<file path="src/inc/ral_params.svh">
// Purpose: Timing counts, field values and pin codes of the ROM autoboot loader
// Assumes: 250 MHz core clock
// Notes:   Cycle counts derive from the times in their own units
`ifndef RAL_PARAMS_SVH
`define RAL_PARAMS_SVH

`define RAL_CLK_PERIOD_PS 4000
// Least times round up to whole cycles
`define RAL_ADDR_PHASE_NS 40
`define RAL_ADDR_PHASE_CYC ((`RAL_ADDR_PHASE_NS * 1000 + `RAL_CLK_PERIOD_PS - 1) / `RAL_CLK_PERIOD_PS)
`define RAL_ROM_ACCESS_NS 330
`define RAL_ROM_ACCESS_CYC ((`RAL_ROM_ACCESS_NS * 1000 + `RAL_CLK_PERIOD_PS - 1) / `RAL_CLK_PERIOD_PS)
// Covers the registered strobe and the pin synchroniser
`define RAL_DATA_MARGIN_CYC 5
`define RAL_DATA_PHASE_CYC (`RAL_ROM_ACCESS_CYC + `RAL_DATA_MARGIN_CYC)
// Longest time rounds down
`define RAL_BOOT_LIMIT_MS 175
// Divide first so the product stays inside 32-bit arithmetic
`define RAL_BOOT_LIMIT_CYC (`RAL_BOOT_LIMIT_MS * (1000000000 / `RAL_CLK_PERIOD_PS))
`define RAL_PREP_CYC 16
`define RAL_IRESET_CYC 4
`define RAL_IMAGE_BYTES 32768
`define RAL_ADDR_BYTES 3
`define RAL_ADDR_TOP_BYTE 8'h00
`define RAL_WRONG_PART_BYTE 8'hF0
// Arbitrary value
`define RAL_VARIANT_TAG 8'h5A
// Mode pin codes {wr, rd} that select a serial host; bit n set means code n is serial
`define RAL_SERIAL_MODES 4'h3

`endif

</file>
<file path="src/inc/ral_pkg.sv">
// Purpose: Types of the ROM autoboot loader
// Assumes: Nothing
// Notes:   Constants live in ral_params.svh
package ral_pkg;

   typedef enum logic [3:0] {
      ST_CAPTURE,
      ST_IDLE,
      ST_PREP,
      ST_ADDR_LOW,
      ST_ADDR_HIGH,
      ST_DATA,
      ST_RECOVER,
      ST_INT_RESET,
      ST_WAIT_LAUNCH,
      ST_DECODE,
      ST_FAIL
   } ral_state_type;

   typedef struct packed {
      logic [7:0] addrData;
      logic addrDataOe;
      logic outputEnableStrobeN;
      logic selectN;
   } ral_mem_bus_type;

   typedef struct packed {
      logic valid;
      logic [14:0] addr;
      logic [7:0] data;
   } ral_load_type;

endpackage

</file>
<file path="src/core/ral_pin_sync.sv">
// Purpose: Three-stage synchroniser with agreement filter for pin inputs
// Assumes: Inputs change slowly against the clock
// Notes:   Data flops carry no reset so levels are valid at reset release
`timescale 1ns/1ps
`default_nettype none

module ral_pin_sync #(
   parameter int WIDTH = 11
) (
   input wire logic clk,
   input wire logic [WIDTH-1:0] pinIn,
   output logic [WIDTH-1:0] level
);

   logic [WIDTH-1:0] stage1;
   logic [WIDTH-1:0] stage2;
   logic [WIDTH-1:0] stage3;

   // ------------------------------------------------------------
   // Per-bit chain
   // ------------------------------------------------------------
   for (genvar i = 0; i < WIDTH; i++) begin : g_bit
      always_ff @(posedge clk) begin
         stage1[i] <= pinIn[i];
         stage2[i] <= stage1[i];
         stage3[i] <= stage2[i];
         if (stage2[i] == stage3[i]) begin
            level[i] <= stage3[i];
         end
      end
   end

endmodule

`default_nettype wire

</file>
<file path="src/core/ral_loader.sv">
// Purpose: Self-loads the application image from a byte-wide ROM behind two address latches
// Assumes: 250 MHz clk; shared request pin has an external pull-up
// Notes:   Loaded bytes leave as a stream towards program memory
//
// How it works
// - Request and both mode pin levels are caught when reset releases.
// - Low request with serial mode selected starts self-loading.
// - Parallel host mode never self-loads; bus pins are shared.
// - Shared pin is request input in reset, interrupt output after.
// - Eight memory pins carry address and data bytes time-multiplexed.
// - Three strobe rising edges latch address; fourth low pulse reads ROM.
// - With select and strobe low the bus pins become inputs.
// - Address is 24 bits, high byte first, upper bits zero.
// - Only 15 address bits matter; image fits 32 Kilobyte.
// - Line stays released while preparing, held low for the whole download.
// - Load end gives an internal reset which releases the interrupt line.
// - Whole sequence ends within 175 ms of reset release.
// - Image for another variant reports the wrong-part byte.
// - After a good load the block waits for the launch message.
`timescale 1ns/1ps
`default_nettype none
`include "ral_params.svh"

module ral_loader
   import ral_pkg::*;
#(
   parameter int IMAGE_BYTES = `RAL_IMAGE_BYTES,
   parameter int BOOT_LIMIT_CYC = `RAL_BOOT_LIMIT_CYC,
   parameter logic [7:0] VARIANT_TAG = `RAL_VARIANT_TAG,
   parameter logic [3:0] SERIAL_MODES = `RAL_SERIAL_MODES
) (
   input wire logic clk,
   input wire logic rst_n,
   input wire logic autobootRequestNIn,
   output logic hostInterruptRequestNOut,
   output logic hostInterruptRequestNOe,
   input wire logic hostStrobeModeWr,
   input wire logic hostStrobeModeRd,
   input wire logic [7:0] extMemAddrDataIn,
   output ral_mem_bus_type memBus,
   output ral_load_type load,
   input wire logic decodeLaunchMessage,
   output logic internalResetN,
   output logic decodeActive,
   output logic hostReplyValid,
   output logic [7:0] hostReplyByte
);

   localparam int PHASE_W = 7;
   localparam logic [PHASE_W-1:0] ADDR_LAST = PHASE_W'(`RAL_ADDR_PHASE_CYC - 1);
   localparam logic [PHASE_W-1:0] DATA_LAST = PHASE_W'(`RAL_DATA_PHASE_CYC - 1);
   localparam logic [PHASE_W-1:0] PREP_LAST = PHASE_W'(`RAL_PREP_CYC - 1);
   localparam logic [PHASE_W-1:0] IRESET_LAST = PHASE_W'(`RAL_IRESET_CYC - 1);
   localparam logic [1:0] ADDR_BYTE_LAST = 2'(`RAL_ADDR_BYTES - 1);
   localparam logic [14:0] IMAGE_LAST = 15'(IMAGE_BYTES - 1);
   localparam logic [25:0] LIMIT_LAST = 26'(BOOT_LIMIT_CYC - 1);

   // ------------------------------------------------------------
   // Elaboration checks
   // ------------------------------------------------------------
   if (IMAGE_BYTES < 2 || IMAGE_BYTES > `RAL_IMAGE_BYTES) begin : g_bad_image
      $error("IMAGE_BYTES must lie in 2..32768");
   end
   if (BOOT_LIMIT_CYC < 2 || BOOT_LIMIT_CYC > 67108864) begin : g_bad_limit
      $error("BOOT_LIMIT_CYC must fit the 26-bit watchdog");
   end
   if (`RAL_DATA_PHASE_CYC > 127) begin : g_bad_phase
      $error("Data phase does not fit the phase counter");
   end

   // ------------------------------------------------------------
   // Pin synchronisers
   // ------------------------------------------------------------
   logic [10:0] pinLevel;
   logic requestLevelN;
   logic [1:0] modeLevel;
   logic [7:0] romByte;

   ral_pin_sync #(
      .WIDTH(11)
   ) u_sync (
      .clk(clk),
      .pinIn({autobootRequestNIn, hostStrobeModeWr, hostStrobeModeRd, extMemAddrDataIn}),
      .level(pinLevel)
   );

   assign requestLevelN = pinLevel[10];
   assign modeLevel = pinLevel[9:8];
   assign romByte = pinLevel[7:0];

   // ------------------------------------------------------------
   // Sequencer
   // ------------------------------------------------------------
   ral_state_type state;
   logic [PHASE_W-1:0] phaseCount;
   logic [1:0] byteIndex;
   logic [14:0] fetchAddr;
   logic [25:0] watchdog;
   logic loading;
   logic dataDone;

   assign loading = state inside {ST_ADDR_LOW, ST_ADDR_HIGH, ST_DATA, ST_RECOVER};
   assign dataDone = (state == ST_DATA) && (phaseCount == DATA_LAST);

   always_ff @(posedge clk or negedge rst_n) begin
      if (!rst_n) begin
         state <= ST_CAPTURE;
         phaseCount <= '0;
         byteIndex <= '0;
         fetchAddr <= '0;
      end else begin
         phaseCount <= phaseCount + PHASE_W'(1);
         unique case (state)
            ST_CAPTURE: begin
               // First edge after release sees the levels held at release
               phaseCount <= '0;
               if (!requestLevelN && SERIAL_MODES[modeLevel]) begin
                  state <= ST_PREP;
               end else begin
                  state <= ST_IDLE;
               end
            end
            ST_IDLE: begin
               phaseCount <= '0;
            end
            ST_PREP: begin
               if (phaseCount == PREP_LAST) begin
                  state <= ST_ADDR_LOW;
                  phaseCount <= '0;
                  byteIndex <= '0;
                  fetchAddr <= '0;
               end
            end
            ST_ADDR_LOW: begin
               if (phaseCount == ADDR_LAST) begin
                  state <= ST_ADDR_HIGH;
                  phaseCount <= '0;
               end
            end
            ST_ADDR_HIGH: begin
               if (phaseCount == ADDR_LAST) begin
                  phaseCount <= '0;
                  if (byteIndex == ADDR_BYTE_LAST) begin
                     state <= ST_DATA;
                  end else begin
                     byteIndex <= byteIndex + 2'd1;
                     state <= ST_ADDR_LOW;
                  end
               end
            end
            ST_DATA: begin
               if (dataDone) begin
                  phaseCount <= '0;
                  if (fetchAddr == '0 && romByte != VARIANT_TAG) begin
                     state <= ST_FAIL;
                  end else if (fetchAddr == IMAGE_LAST) begin
                     state <= ST_INT_RESET;
                  end else begin
                     state <= ST_RECOVER;
                  end
               end
            end
            ST_RECOVER: begin
               if (phaseCount == ADDR_LAST) begin
                  state <= ST_ADDR_LOW;
                  phaseCount <= '0;
                  byteIndex <= '0;
                  fetchAddr <= fetchAddr + 15'd1;
               end
            end
            ST_INT_RESET: begin
               if (phaseCount == IRESET_LAST) begin
                  state <= ST_WAIT_LAUNCH;
               end
            end
            ST_WAIT_LAUNCH: begin
               if (decodeLaunchMessage) begin
                  state <= ST_DECODE;
               end
            end
            ST_DECODE: begin
               phaseCount <= '0;
            end
            ST_FAIL: begin
               phaseCount <= '0;
            end
         endcase
         // Overrun of the boot budget ends the load as a failure
         if (loading && watchdog >= LIMIT_LAST) begin
            state <= ST_FAIL;
         end
      end
   end

   // ------------------------------------------------------------
   // Boot budget watchdog
   // ------------------------------------------------------------
   always_ff @(posedge clk or negedge rst_n) begin
      if (!rst_n) begin
         watchdog <= '0;
      end else if (state == ST_PREP || loading) begin
         watchdog <= watchdog + 26'd1;
      end
   end

   // ------------------------------------------------------------
   // Memory bus pins
   // ------------------------------------------------------------
   always_ff @(posedge clk or negedge rst_n) begin
      if (!rst_n) begin
         memBus.addrData <= 8'h00;
         memBus.addrDataOe <= 1'b0;
         memBus.outputEnableStrobeN <= 1'b1;
         memBus.selectN <= 1'b1;
      end else begin
         // Address bytes go out high first on the shared pins
         unique case (byteIndex)
            2'd0: memBus.addrData <= `RAL_ADDR_TOP_BYTE;
            2'd1: memBus.addrData <= {1'b0, fetchAddr[14:8]};
            default: memBus.addrData <= fetchAddr[7:0];
         endcase
         memBus.addrDataOe <= state inside {ST_ADDR_LOW, ST_ADDR_HIGH};
         memBus.outputEnableStrobeN <= !(state inside {ST_ADDR_LOW, ST_DATA});
         memBus.selectN <= !(state == ST_DATA);
      end
   end

   // ------------------------------------------------------------
   // Shared request / interrupt pin
   // ------------------------------------------------------------
   always_ff @(posedge clk or negedge rst_n) begin
      if (!rst_n) begin
         hostInterruptRequestNOut <= 1'b0;
         hostInterruptRequestNOe <= 1'b0;
      end else begin
         hostInterruptRequestNOut <= 1'b0;
         // Released while preparing, low through download or a failed load
         hostInterruptRequestNOe <= loading || state == ST_FAIL;
      end
   end

   // ------------------------------------------------------------
   // Load stream and status
   // ------------------------------------------------------------
   always_ff @(posedge clk or negedge rst_n) begin
      if (!rst_n) begin
         load <= '0;
      end else begin
         load.valid <= dataDone;
         if (dataDone) begin
            load.addr <= fetchAddr;
            load.data <= romByte;
         end
      end
   end

   always_ff @(posedge clk or negedge rst_n) begin
      if (!rst_n) begin
         internalResetN <= 1'b1;
         decodeActive <= 1'b0;
         hostReplyValid <= 1'b0;
         hostReplyByte <= 8'h00;
      end else begin
         internalResetN <= !(state == ST_INT_RESET);
         decodeActive <= state == ST_DECODE;
         hostReplyValid <= state == ST_FAIL;
         hostReplyByte <= (state == ST_FAIL) ? `RAL_WRONG_PART_BYTE : 8'h00;
      end
   end

endmodule

`default_nettype wire

</file>
<file path="config.mk">
export PLATFORM = sky130hd
export DESIGN_NAME = ral_loader
export DESIGN_NICKNAME = d
export VERILOG_FILES = /design/src/inc/ral_pkg.sv /design/src/core/ral_pin_sync.sv /design/src/core/ral_loader.sv
export VERILOG_INCLUDE_DIRS = /design/src /design/src/inc
export SDC_FILE = /design/constraint.sdc
export NUM_CORES = 1
export LEC_CHECK = 0
export BUFFER_PORTS_ARGS = -buffer_cell sky130_fd_sc_hd__buf_2
export CAP_MARGIN = 0
export CORE_MARGIN = 2
export CORE_UTILIZATION = 55
export DETAILED_ROUTE_END_ITERATION = 10
export GPL_TIMING_DRIVEN = 0
export PLACE_DENSITY = 0.76
export SLEW_MARGIN = 20
export SYNTH_ARGS = -nofsm -noshare
export SYNTH_HDL_FRONTEND = slang
export SYNTH_SLANG_ARGS = --single-unit
</file>
<file path="constraint.sdc">
create_clock -name clk -period 4.53 [get_ports clk]
set_input_delay 0.453 -clock clk [delete_from_list [all_inputs] [get_ports clk]]
set_output_delay 0.453 -clock clk [all_outputs]
set_load 0.05 [all_outputs]
</file>
== Word level (Yosys, flattened, before mapping) ==
Cells that the tools add are included.

* Bits in registers: 145
* Input port bits: 14
* Output and inout port bits: 48
* Word-level logic and storage cells: 160

* Add/subtract/negate cells: 4
* $lt $le $gt $ge: 2
* Eq/ne operators: 40
* Muxes and demuxes: 29
* Reductions and logical operators: 24

{| class="wikitable"
|+ Operators with widths
! operator !! count
|-
| 2-to-1 mux 4 bit || 9
|-
| one-hot mux 4 bit (8 select lines) || 1
|-
| 2-to-1 mux 15 bit || 2
|-
| one-hot mux 15 bit (2 select lines) || 1
|-
| one-hot mux 7 bit (4 select lines) || 1
|-
| adder 26 x 1 -> 26 bit (second input constant) || 1
|-
| greater-or-equal comparator 26 bit (second input constant) || 1
|-
| 2-to-1 mux 7 bit || 3
|-
| equality test 4 x 3 -> 1 bit (second input constant) || 4
|-
| one-hot mux 8 bit (2 select lines) || 1
|-
| adder 15 x 1 -> 15 bit (second input constant) || 1
|-
| equality test 15 bit (second input constant) || 1
|-
| zero test 15 bit || 1
|-
| equality test 7 x 4 -> 1 bit (second input constant) || 2
|-
| equality test 4 bit (second input constant) || 3
|-
| equality test 1 bit || 11
|-
| 2-to-1 mux 2 bit || 5
|-
| inequality test 3 x 1 -> 1 bit (second input constant) || 3
|-
| inequality test 3 bit (second input constant) || 3
|-
| nonzero test 9 bit || 1
|-
| equality test 4 x 2 -> 1 bit (second input constant) || 2
|-
| 2-to-1 mux 8 bit || 1
|-
| inequality test 8 x 7 -> 1 bit (second input constant) || 1
|-
| AND reduction 8 bit || 1
|-
| other kinds (27) || 39
|}

== Logic depth before layout (Yosys ltp) ==
Gate-level depths: netlist of run 1.

* Depth in word-level cells: 6
* Mapped depth: 9
* Gate-level depth less buffers: 8

== Hierarchy ==
From an unflattened synthesis of run 1, not the netlist that was laid out.

* Cell total of the unflattened synthesis: 476
* Area, all modules: 5652.9 sq um

{| class="wikitable"
|+ By module, submodules not included
! module !! times used !! cells an instance !! area an instance (sq um) !! seq. area each (sq um)
|-
| ral_loader || 1 || 421 || 4565.6 || 2331.0
|-
| ral_pin_sync || 1 || 55 || 1087.3 || 991.0
|}

== Worst setup path after synthesis of run 1 ==
Ideal clock, no wire load.

* Path kind: register -> register
* Start: register phaseCount[6]
* End: register fetchAddr[6]
* Library setup time: 77 ps
* Arrival time: 2114 ps
* Required time: 4453 ps
* Setup slack: 2338 ps
* Stages on the path, launching flop included: 6
* Buffers on the path: 0
* Clock period less this slack: 2192 ps
* Path through: dfrtp_1 or3_4 or3_4 a2111o_1 or3_1 a21oi_1

* Longest elaborated chain between the ends: 3
* Elaborated cells on any way between the ends: 5
* Classes of those cells: eq/ne (4); reduce/logical (1)

{| class="wikitable"
|+ Ends and longest elaborated chain
! what !! line !! text
|-
| start, declared || ral_loader.sv:95 || <nowiki>logic [PHASE_W-1:0] phaseCount;</nowiki>
|-
| start signal, assigned || ral_loader.sv:112 || <nowiki>phaseCount <= phaseCount + PHASE_W'(1);</nowiki>
|-
| equality test 7 x 4 -> 1 bit (on tied branches) || ral_loader.sv:127, ral_loader.sv:164 ||
|-
| inequality test 2 bit (no line) or inequality test 2 x 1 -> 1 bit (tied branches) || - ||
|-
| AND reduction 3 bit (no line) * || - ||
|-
| end signal, assigned || ral_loader.sv:168 || <nowiki>fetchAddr <= fetchAddr + 15'd1;</nowiki>
|-
| end, declared || ral_loader.sv:97 || <nowiki>logic [14:0] fetchAddr;</nowiki>
|}

Mark *: on every way between the ends. The rest lies on a longest branch, timed or not.
A chain may end at the register's enable or synchronous reset.

== Worst setup path after layout of run 1 ==
* Start: register watchdog[1]
* End: register state[2]

* Longest elaborated chain between the ends: 4
* Elaborated cells on any way between the ends: 12
* Classes of those cells: order compare (1); eq/ne (7); mux (1); reduce/logical (3)

{| class="wikitable"
|+ Ends and longest elaborated chain
! what !! line !! text
|-
| start, declared || ral_loader.sv:98 || <nowiki>logic [25:0] watchdog;</nowiki>
|-
| start signal, assigned || ral_loader.sv:202 || <nowiki>watchdog <= watchdog + 26'd1;</nowiki>
|-
| greater-or-equal comparator 26 bit * || ral_loader.sv:189 || <nowiki>if (loading && watchdog >= LIMIT_LAST) begin</nowiki>
|-
| logical AND 1 bit * || ral_loader.sv:189 ||
|-
| nonzero test 9 bit (no line), or another cell as far along || - ||
|-
| AND reduction 8 bit (no line) || - ||
|-
| end signal, assigned || ral_loader.sv:173 || <nowiki>state <= ST_WAIT_LAUNCH;</nowiki>
|-
| end signal, assigned || ral_loader.sv:178 || <nowiki>state <= ST_DECODE;</nowiki>
|-
| end signal, assigned || ral_loader.sv:190 || <nowiki>state <= ST_FAIL;</nowiki>
|-
| end, declared || ral_loader.sv:94 || <nowiki>ral_state_type state;</nowiki>
|}

Marked as above.

==> flow_summary_export.csv, run 1 <==
group,metric,value,unit
yosys,ys.warnings.count,0,
clock_network,cts_buffers,17,
grt,grt_pass1_vias,3884,
placed_design,dp.cells,676,
yosys,syn_inst,483,
clock_network,tritoncts,"yes",
min_path,timing.hold.worst.class,"flop to flop",
grt,grt_max_degree,70,
clock_network,clk_pin_slew_worst_paths,0.06,ns
setup_path,cp-end-kind,"flop",
sta,period_minus_slack,2.58,ns
final_layout,syn_to_final_growth,21.4,%
placed_design,dp.final_hpwl,7.24,mm
final_layout,num_antenna_cells,0,
yosys,synth_edf_count,10,
yosys,yosys.area.top_type,"dfrtp_1",
clock_network,cts-root-buf,"clkbuf_8",
setup_path,reg2regPathDepth,7,
detailed_routing,drtIter0Drc,203,
final_layout,fin_nets,595,
detailed_routing,ant_nets,0,
yosys,synth.most_common_cell,"dfrtp_1",
clock_network,clockBufferDepth,2,
sta,maxSlewViolCount,0,
detailed_routing,wl_per_cell,15.2,microns
yosys,synth_cell_types,55,
sta,finalHoldViolations,0,
floorplanning,io-pin-count,62,
setup_path,crit_path_cell_trace,"ha_1, nand3_1, o21ai_0, nand4_1, a2111oi_1, o21bai_1, a22o_1",
setup_path,startpoint_type,"flop",
placed_design,place_congestion,0.854,
detailed_routing,route.vias.total,3853,
yosys,yosys-top-cells-count,"90 x dfrtp_1, 44 x nor2_1, 36 x nand2_1",
clock_network,cts_resized,0,
final_layout,final_cell_area,0.00666,sq mm
floorplanning,coreArea,0.00973,sq mm
floorplanning,rows,36,
placed_design,post_dp_cell_area,0.00598,sq mm
floorplanning,die_h,104,microns
grt,grtUsageTotal,22.3,%
sta,fin_setup_tns,0,ns
setup_path,slowest_stage,"a2111oi_1",
power_and_ir_drop,leakage,3.06,nW
floorplanning,dieArea,0.0108,sq mm
setup_path,critPathMaxFanout,4,
outcome,status,"finished clean",
placed_design,io_buffers,55,
yosys,synth-seq-cells,133,
sta,rsz0062_at_grt,"no",
yosys,yosysSeqAreaShare,58.9,%
clock_network,cts_setup_buffers,0,
yosys,syn_area,0.00549,sq mm
power_and_ir_drop,p_per_area,388,mW/mm^2
clock_network,cts_num_sinks,133,
detailed_routing,firstDrtPassIters,4,
yosys,synth_flop_cell,"dfrtp_1",
final_layout,layout-drive-gt1-share,22.5,%
setup_path,critical_path_class,"flop to flop",
yosys,synthTopCellsByArea,"dfrtp_1 41%, dfxtp_1 11%, edfxtp_1 5.5%, xnor2_1 4.8%, mux2_2 4.3%",
floorplanning,dieWidth,104,microns
setup_path,required,4.95,ns
sta,slew_headroom,32.7,%
clock_network,cts-htree-levels,4,
grt,overflow,0,
flow_run,drv_cap,0,
clock_network,postCtsHoldBufs,11,
floorplanning,start_util,56.4,%
yosys,async_flop_share,69.9,%
sta,worst_pin_slew,1.01,ns
sta,max_freq,0.387,GHz
sta,fin_crit_sh,57.0,%
yosys,avgSynthCellArea,11.4,sq um
sta,setup_viol,0,
min_path,worst_hold_path.num_cells,0,
setup_path,max_stage_delay,0.95,ns
setup_path,r2r_setup_slack,1.95,ns
detailed_routing,wirelength,10.9,mm
yosys,yosysTopAreaCellShare,41.1,%
final_layout,layout.cells.non_filler,719,
sta,skew,0.0100,ns
setup_path,cp_data_arrival_time,3.01,ns
detailed_routing,via_per_inst,5.36,
clock_network,clkLatencyLatePin,0.53,ns
detailed_routing,drc,0,
power_and_ir_drop,peakVddDrop,0.295,mV
grt,grt_pass1_wl,18.7,mm
grt,grt_antenna_before_repair,0,
[routing by layer]
metal	global-route usage (%)	part of all wire, %	up-vias	routed length, microns
met5	0	0	-	0
met4	11.2	2.0	0	221
met3	6.52	4.3	18	475
met2	36.1	51	94	5550
met1	27.3	43	1886	4680
li1	-	-	1855	-
[report_power, final]
group | internal [W] | switching (W) | total [W]
Clock | 0.000757 | 0.000541 | 0.00130
Sequential | 0.00122 | 0.0000106 | 0.00123
Combinational | 0.0000229 | 0.0000324 | 0.0000553
Total | 0.00200 | 0.000584 | 0.00258
[worst paths after layout]
| kind | startpoint | to |
|---|---|---|
| max | watchdog[1] | state[2] |
| min | u_sync.stage1[9] | u_sync.stage2[9] |
| max reg2reg | watchdog[1] | state[2] |
| min reg2reg | u_sync.stage1[9] | u_sync.stage2[9] |
| max in group asynchronous | rst_n | fetchAddr[10] |
| min in group asynchronous | rst_n | watchdog[8] |
[cells in the final DEF (no fill, tap or decap), drive strengths merged, types with 3 or more instances in the layout]
| master | n |
|---|---|
| nor4b | 3 |
| inv | 22 |
| and3 | 6 |
| mux2 | 21 |
| edfxtp | 10 |
| dfstp | 3 |
| xnor2 | 30 |
| nor4 | 6 |
| clkbuf | 33 |
| nor2 | 44 |
| nor3 | 8 |
| xor2 | 23 |
| a21oi | 10 |
| nand3 | 28 |
| conb | 5 |
| nand4 | 12 |
| o21ai | 17 |
| nand2b | 3 |
| a22o | 6 |
| buf | 68 |
| or3 | 7 |
| dlygate4sd3 | 11 |
| clkinv | 6 |
| dfxtp | 30 |
| dfrtp | 90 |
| ha | 8 |
| nand2 | 36 |
[metrics by stage]
step                      setup WS, ns  total power (W)  hold slack (ns)  util, %
after detailed placement          1.90          0.00130            0.313     61.4
after CTS                         1.79          0.00261            0.329     68.4
after global routing              1.78          0.00268            0.330     68.5
final                             1.95          0.00258            0.326     68.5
after global placement            1.93          0.00130            0.310     61.1
after floorplan                   2.34          0.00127            0.157        -
[kinds of logic after synthesis]
family | after synthesis | share of synthesized area, %
XOR/XNOR | 53 | 8.46
flip-flops | 133 | 58.9
other | 1 | 0.0684
buffers and inverters | 42 | 3.54
adder cells (fa/ha/maj) | 8 | 1.82
multiplexers | 22 | 4.49
AND/OR/NAND/NOR | 167 | 15.4
AO/OA/AOI/OAI | 57 | 7.30
[state kept, by name, summed over array words and instances, names as in the netlist]
name and flops:
byteIndex 2, decodeActive 1, fetchAddr 15, hostInterruptRequestNOe 1
hostReplyByte 1, internalResetN 1, load 24, memBus 11
phaseCount 7, state 4, u_sync.level 10, u_sync.stage1 10
u_sync.stage2 10, u_sync.stage3 10, watchdog 26
[critical path: cells and delay by family, from the launching register on]
family                   cells  cell delay [ns]
adder cells (fa/ha/maj)      1             0.22
flip-flops                   1             0.41
AND/OR/NAND/NOR              2             0.22
AO/OA/AOI/OAI                4             1.63
[area by class of cell]
cell class / count / area [sq um]
sequential: 133 / 3230
timing repair buffer: 67 / 419
clock buffer: 18 / 428
fill: 737 / 3070
tap: 133 / 166
multi-input combinational: 312 / 2080
buffer: 27 / 138
inverter: 15 / 56.3
clock inverter: 14 / 139
Power figures use the tool's default switching activity.
==> run 2: changes to the inputs <==
Clock period 4.53 ns to 2.6 ns, I/O delays scaled along.
==> run 2 against run 1 <==
  * Clock power rose by 75%
  * Critical path type unchanged
  * Clock skew fell by 0.00073 ns
  * Critical path depth fell by 2
  * Setup slack got worse by 1.8 ns
  * Largest power group unchanged
  * Highest routed layer unchanged
==> flow_summary_export.csv, run 2 (synthesis gave the netlist of run 1 again) <==
group,metric,value,unit
power_and_ir_drop,peakVddDrop,0.518,mV
setup_path,critPathMaxFanout,7,
sta,worst_pin_slew,0.647,ns
floorplanning,rows,36,
placed_design,post_dp_cell_area,0.00598,sq mm
sta,rsz0062_at_grt,"no",
min_path,timing.hold.worst.class,"primary input to asynchronous set/reset pin",
placed_design,io_buffers,55,
final_layout,fin_nets,595,
sta,finalHoldViolations,0,
floorplanning,io-pin-count,62,
setup_path,max_stage_delay,0.58,ns
placed_design,place_congestion,0.854,
sta,slew_headroom,56.5,%
clock_network,tritoncts,"yes",
final_layout,seq_area,0.00323,sq mm
final_layout,mostFrequentLayoutCells,"90 x dfrtp_1, 56 x buf_2, 44 x nor2_1",
floorplanning,dieArea,0.0108,sq mm
power_and_ir_drop,clockPowerShare,50.3,%
sta,period_minus_slack,2.44,ns
final_layout,layout-drive-gt1-share,23.0,%
final_layout,syn_to_final_growth,21.6,%
clock_network,cts_setup_buffers,0,
power_and_ir_drop,p_int,0.00349,W
grt,grt_pass1_vias,3882,
clock_network,cts-root-buf,"clkbuf_8",
floorplanning,coreArea,0.00973,sq mm
setup_path,cp-end-kind,"flop",
setup_path,required,3.06,ns
setup_path,critical_path_class,"flop to flop",
power_and_ir_drop,p_per_area,676,mW/mm^2
sta,skew,0.00928,ns
final_layout,reg_top3,"watchdog: 26 flops, load: 24 flops, fetchAddr: 15 flops",
detailed_routing,wl_per_cell,15.2,microns
detailed_routing,drc,0,
grt,grtUsageTotal,22.3,%
floorplanning,die_h,104,microns
placed_design,pre_cts_ws,-0.0297,ns
final_layout,layout.cells.non_filler,719,
power_and_ir_drop,leakage,3.06,nW
clock_network,clkLatencyLatePin,0.54,ns
final_layout,final_common_cell,"dfrtp_1",
placed_design,dp.cells,676,
detailed_routing,via_per_inst,5.37,
detailed_routing,ant_nets,0,
detailed_routing,drtIter0Drc,211,
setup_path,startpoint_type,"flop",
final_layout,largest_register_ffs,26,
sta,maxSlewViolCount,0,
power_and_ir_drop,p_sw_share,22.7,%
clock_network,cts_buffers,17,
final_layout,top_register,"watchdog",
grt,overflow,0,
final_layout,final_cell_area,0.00667,sq mm
sta,fin_crit_sh,93.7,%
flow_run,drv_cap,0,
final_layout,multiInputGateArea,0.00209,sq mm
detailed_routing,wirelength,10.9,mm
floorplanning,dieWidth,104,microns
setup_path,crit_path_cell_trace,"nor4_1, nand4_1, a2111o_1, or3_1, a21oi_1",
placed_design,dp.final_hpwl,7.24,mm
clock_network,clockBufferDepth,2,
outcome,status,"finished clean",
grt,grt_max_degree,70,
setup_path,cp_data_arrival_time,2.89,ns
grt,grt_antenna_before_repair,0,
detailed_routing,route.vias.total,3862,
detailed_routing,firstDrtPassIters,4,
clock_network,cts_num_sinks,133,
setup_path,slowest_stage,"a2111o_1",
power_and_ir_drop,switching_power,0.00102,W
sta,fin_ws,0.163,ns
floorplanning,start_util,56.4,%
sta,max_freq,0.410,GHz
sta,setup_viol,0,
final_layout,num_antenna_cells,0,
power_and_ir_drop,combPwrFrac,2.1,%
clock_network,cts-htree-levels,4,
sta,fin_setup_tns,0,ns
grt,grt_pass1_wl,18.8,mm
power_and_ir_drop,seq_power_share,47.6,%
final_layout,fillers,734,
clock_network,clk_pin_slew_worst_paths,0.06,ns
sta,holdWs,0.156,ns
==> run 2: changes by cell type in the layout (fill, tap and decap cells not counted) <==
cell,previous run,this run
clkbuf_2,0,1
clkbuf_1,15,14
nor4_2,0,1
a2111oi_1,1,0
a2111oi_2,0,1
nor4_1,6,5
==> run 2: worst paths after layout <==
path                                   from                to  slack, ns  depth (start not counted)
min in group clk           u_sync.stage1[9]  u_sync.stage2[9]       0.33                          0
setup / recovery              phaseCount[5]      fetchAddr[8]       0.16                          5
setup reg to reg              phaseCount[5]      fetchAddr[8]       0.16                          5
max in group asynchronous             rst_n     phaseCount[4]       1.84                          3
hold / removal                        rst_n       watchdog[8]       0.16                          2
hold reg to reg            u_sync.stage1[9]  u_sync.stage2[9]       0.33                          0
==> run 2: worst max-delay path: cells and delay by family (launching register included) <==
| family | cells | cell delay (ns) |
|---|---|---|
| flops | 1 | 0.43 |
| simple gates | 3 | 1.18 |
| compound gates | 2 | 0.74 |
==> run 2: final cells by class <==
cell class              count  area share, %
flip-flops and latches    133           48.4
multi-input cells         312           31.4
clock buffers              18           6.41
repair buffers             67           6.28
well taps                 133           2.49
clock inverters            14           2.08
plain buffers              27           2.08
inverters                  15          0.844
==> run 2: repair_timing <==
action                                 in CTS  in global routing
resized for setup                           1                  4
endpoints found under the hold margin     103                  0
cloned                                      0                  0
hold buffers                               11                  0
pin swaps                                   0                  0
setup endpoints to repair                   4                 17
==> run 2: power by group through the flow <==
stage	clock network, W	registers (W)	logic (W)
floorplan	0	0.00218	0.0000393
global placement	0	0.00218	0.0000762
detailed placement	0	0.00218	0.0000846
CTS	0.00230	0.00215	0.0000981
global route	0.00241	0.00215	0.000106
finish	0.00227	0.00215	0.0000963
==> run 2: layer usage <==
metal | vias up | track usage, % | part of all wire (%)
met2 | 85 | 36.1 | 51
met3 | 18 | 6.52 | 4.1
li1 | 1855 | - | -
met4 | 0 | 11.2 | 2.1
met5 | - | 0 | 0
met1 | 1904 | 27.4 | 43
==> run 2: metrics by stage <==
| step | utilization (%) | total power (W) |
|---|---|---|
| 2_1_floorplan | - | 0.00222 |
| 3_3_place_gp | 61.1 | 0.00226 |
| 3_5_place_dp | 61.4 | 0.00227 |
| 4_1_cts | 68.4 | 0.00455 |
| 5_1_grt | 68.6 | 0.00467 |
| 6_report | 68.6 | 0.00451 |
==> run 3: changes to the inputs <==
Settings changed: SYNTH_HIERARCHICAL set to 1.
==> run 3 against run 2 <==
  * Global-route usage decreased by 1.3 points
  * Total power increased by 3.1%
  * Synthesized cell count decreased by 2.5%
  * Critical endpoint is now load[14]
  * Largest cell class unchanged
==> flow_summary_export.csv, run 3 <==
group,metric,value,unit
floorplanning,die_h,104,microns
power_and_ir_drop,clockPowerShare,51.9,%
final_layout,layout-drive-gt1-share,21.6,%
power_and_ir_drop,peakVddDrop,0.401,mV
floorplanning,coreArea,0.00977,sq mm
grt,grt_max_degree,51,
floorplanning,rows,36,
sta,slew_headroom,57.3,%
setup_path,r2r_start,"state[2]",
power_and_ir_drop,p_sw_share,23.1,%
floorplanning,start_util,56.8,%
setup_path,cp-end-kind,"flop",
grt,grt_pass1_vias,3742,
clock_network,clockBufferDepth,2,
yosys,syn_inst,471,
grt,grtUsageTotal,21.1,%
final_layout,top_register,"watchdog",
final_layout,num_antenna_cells,0,
outcome,status,"finished clean",
clock_network,cts-htree-levels,4,
yosys,ys.warnings.count,6,
sta,setup_viol,0,
setup_path,critical_path_class,"flop to flop",
placed_design,io_buffers,55,
power_and_ir_drop,seq_power_share,46.1,%
sta,period_minus_slack,2.47,ns
detailed_routing,drtIter0Drc,247,
detailed_routing,wl_per_cell,14.9,microns
final_layout,fin_nets,583,
setup_path,startpoint,"state[2]",
floorplanning,dieWidth,104,microns
sta,max_freq,0.405,GHz
detailed_routing,via_per_inst,5.39,
sta,maxSlewViolCount,0,
final_layout,final_common_cell,"dfrtp_1",
setup_path,required,3.01,ns
grt,grt_antenna_before_repair,0,
setup_path,cp_data_arrival_time,2.87,ns
setup_path,r2r_setup_slack,0.13,ns
placed_design,pre_cts_ws,0.181,ns
floorplanning,io-pin-count,62,
setup_path,reg2regPathDepth,8,
final_layout,mostFrequentLayoutCells,"90 x dfrtp_1, 60 x buf_2, 41 x nor2_1",
sta,skew,0.00862,ns
power_and_ir_drop,p_int,0.00357,W
detailed_routing,ant_nets,0,
flow_run,drv_cap,0,
sta,rsz0062_at_grt,"no",
power_and_ir_drop,p_per_area,689,mW/mm^2
yosys,avgSynthCellArea,11.8,sq um
power_and_ir_drop,switching_power,0.00107,W
sta,fin_ws,0.132,ns
final_layout,syn_to_final_growth,21.3,%
clock_network,cts_buffers,17,
detailed_routing,route.vias.total,3812,
detailed_routing,drc,0,
placed_design,dp.final_hpwl,7.15,mm
setup_path,critPathMaxFanout,10,
clock_network,clk_pin_slew_worst_paths,0.07,ns
detailed_routing,wirelength,10.5,mm
yosys,syn_area,0.00555,sq mm
power_and_ir_drop,leakage,3.23,nW
clock_network,clkLatencyLatePin,0.53,ns
detailed_routing,firstDrtPassIters,4,
clock_network,cts-root-buf,"clkbuf_8",
power_and_ir_drop,combPwrFrac,2.0,%
placed_design,place_congestion,0.853,
setup_path,timing.rr.end,"load[14]",
clock_network,tritoncts,"yes",
clock_network,cts_num_sinks,133,
grt,grt_pass1_wl,18.0,mm
final_layout,largest_register_ffs,26,
clock_network,cts_setup_buffers,0,
min_path,timing.hold.worst.class,"primary input to asynchronous set/reset pin",
sta,finalHoldViolations,0,
sta,worst_pin_slew,0.641,ns
final_layout,fillers,731,
floorplanning,dieArea,0.0109,sq mm
grt,overflow,0,
final_layout,reg_top3,"watchdog: 26 flops, load: 24 flops, fetchAddr: 15 flops",
sta,fin_crit_sh,94.9,%
setup_path,startpoint_type,"flop",
sta,fin_setup_tns,0,ns
run 3: what timing repair did:
action                                 4_1_cts  5_1_grt
endpoints found under the hold margin       56        0
resized for setup                            0        0
hold buffers                                11        0
run 3: final cells by class:
type                       instances  area (sq um)  share of cell area (%)
clock inverter                    15           181                    2.69
timing repair buffer              67           408                    6.05
clock buffer                      17           414                    6.15
inverter                          11          41.3                   0.613
buffer                            27           146                    2.17
multi-input combinational        304          2150                    31.9
sequential                       133          3230                    48.0
tap                              133           166                    2.47
run 3: how the worst max path moves through the flow:
stage	endpoint	slack, ns	depth (start not counted)
final	load[14]	0.13	8
after global routing	load[14]	0.04	8
after CTS	load[14]	0.16	8
after detailed placement	load[14]	0.18	8
after global placement	load[11]	0.27	8
after floorplan	byteIndex[0]	0.53	6
run 3: power groups by stage:
stage / clock [W] / combinational, W / sequential [W]
floorplan: 0 / 0.0000383 / 0.00218
global placement: 0 / 0.0000747 / 0.00218
detailed placement: 0 / 0.0000808 / 0.00218
CTS: 0.00244 / 0.0000937 / 0.00214
global route: 0.00255 / 0.000103 / 0.00215
finish: 0.00241 / 0.0000920 / 0.00214
run 3: metal layers:
metal	track usage (%)	part of all wire, %	vias to the layer above
li1	-	-	1828
met1	27.3	45	1862
met2	33.1	48	106
met3	6.08	4.8	16
met4	8.98	1.7	0
met5	0	0	-
run 3: worst max-delay path, stage by stage (launching register included):
cell      delay [ns]
dfrtp_1         0.34
buf_2           0.21
inv_2           0.10
nor2_1          0.29
nand2_1         0.15
or3_1           0.43
clkbuf_1        0.22
buf_2           0.26
mux2_1          0.34
run 3: metrics by stage:
step | hold WS, ns | instance area [sq um] | total power [W] | utilization, % | cells
5_1_grt | 0.333 | 6740 | 0.00480 | 68.9 | 707
4_1_cts | 0.316 | 6740 | 0.00468 | 68.9 | 707
2_1_floorplan | -0.0356 | 5570 | 0.00222 | - | 475
3_3_place_gp | 0.311 | 6010 | 0.00226 | 61.5 | 663
6_report | 0.302 | 6740 | 0.00465 | 68.9 | 707
3_5_place_dp | 0.312 | 6030 | 0.00226 | 61.7 | 664
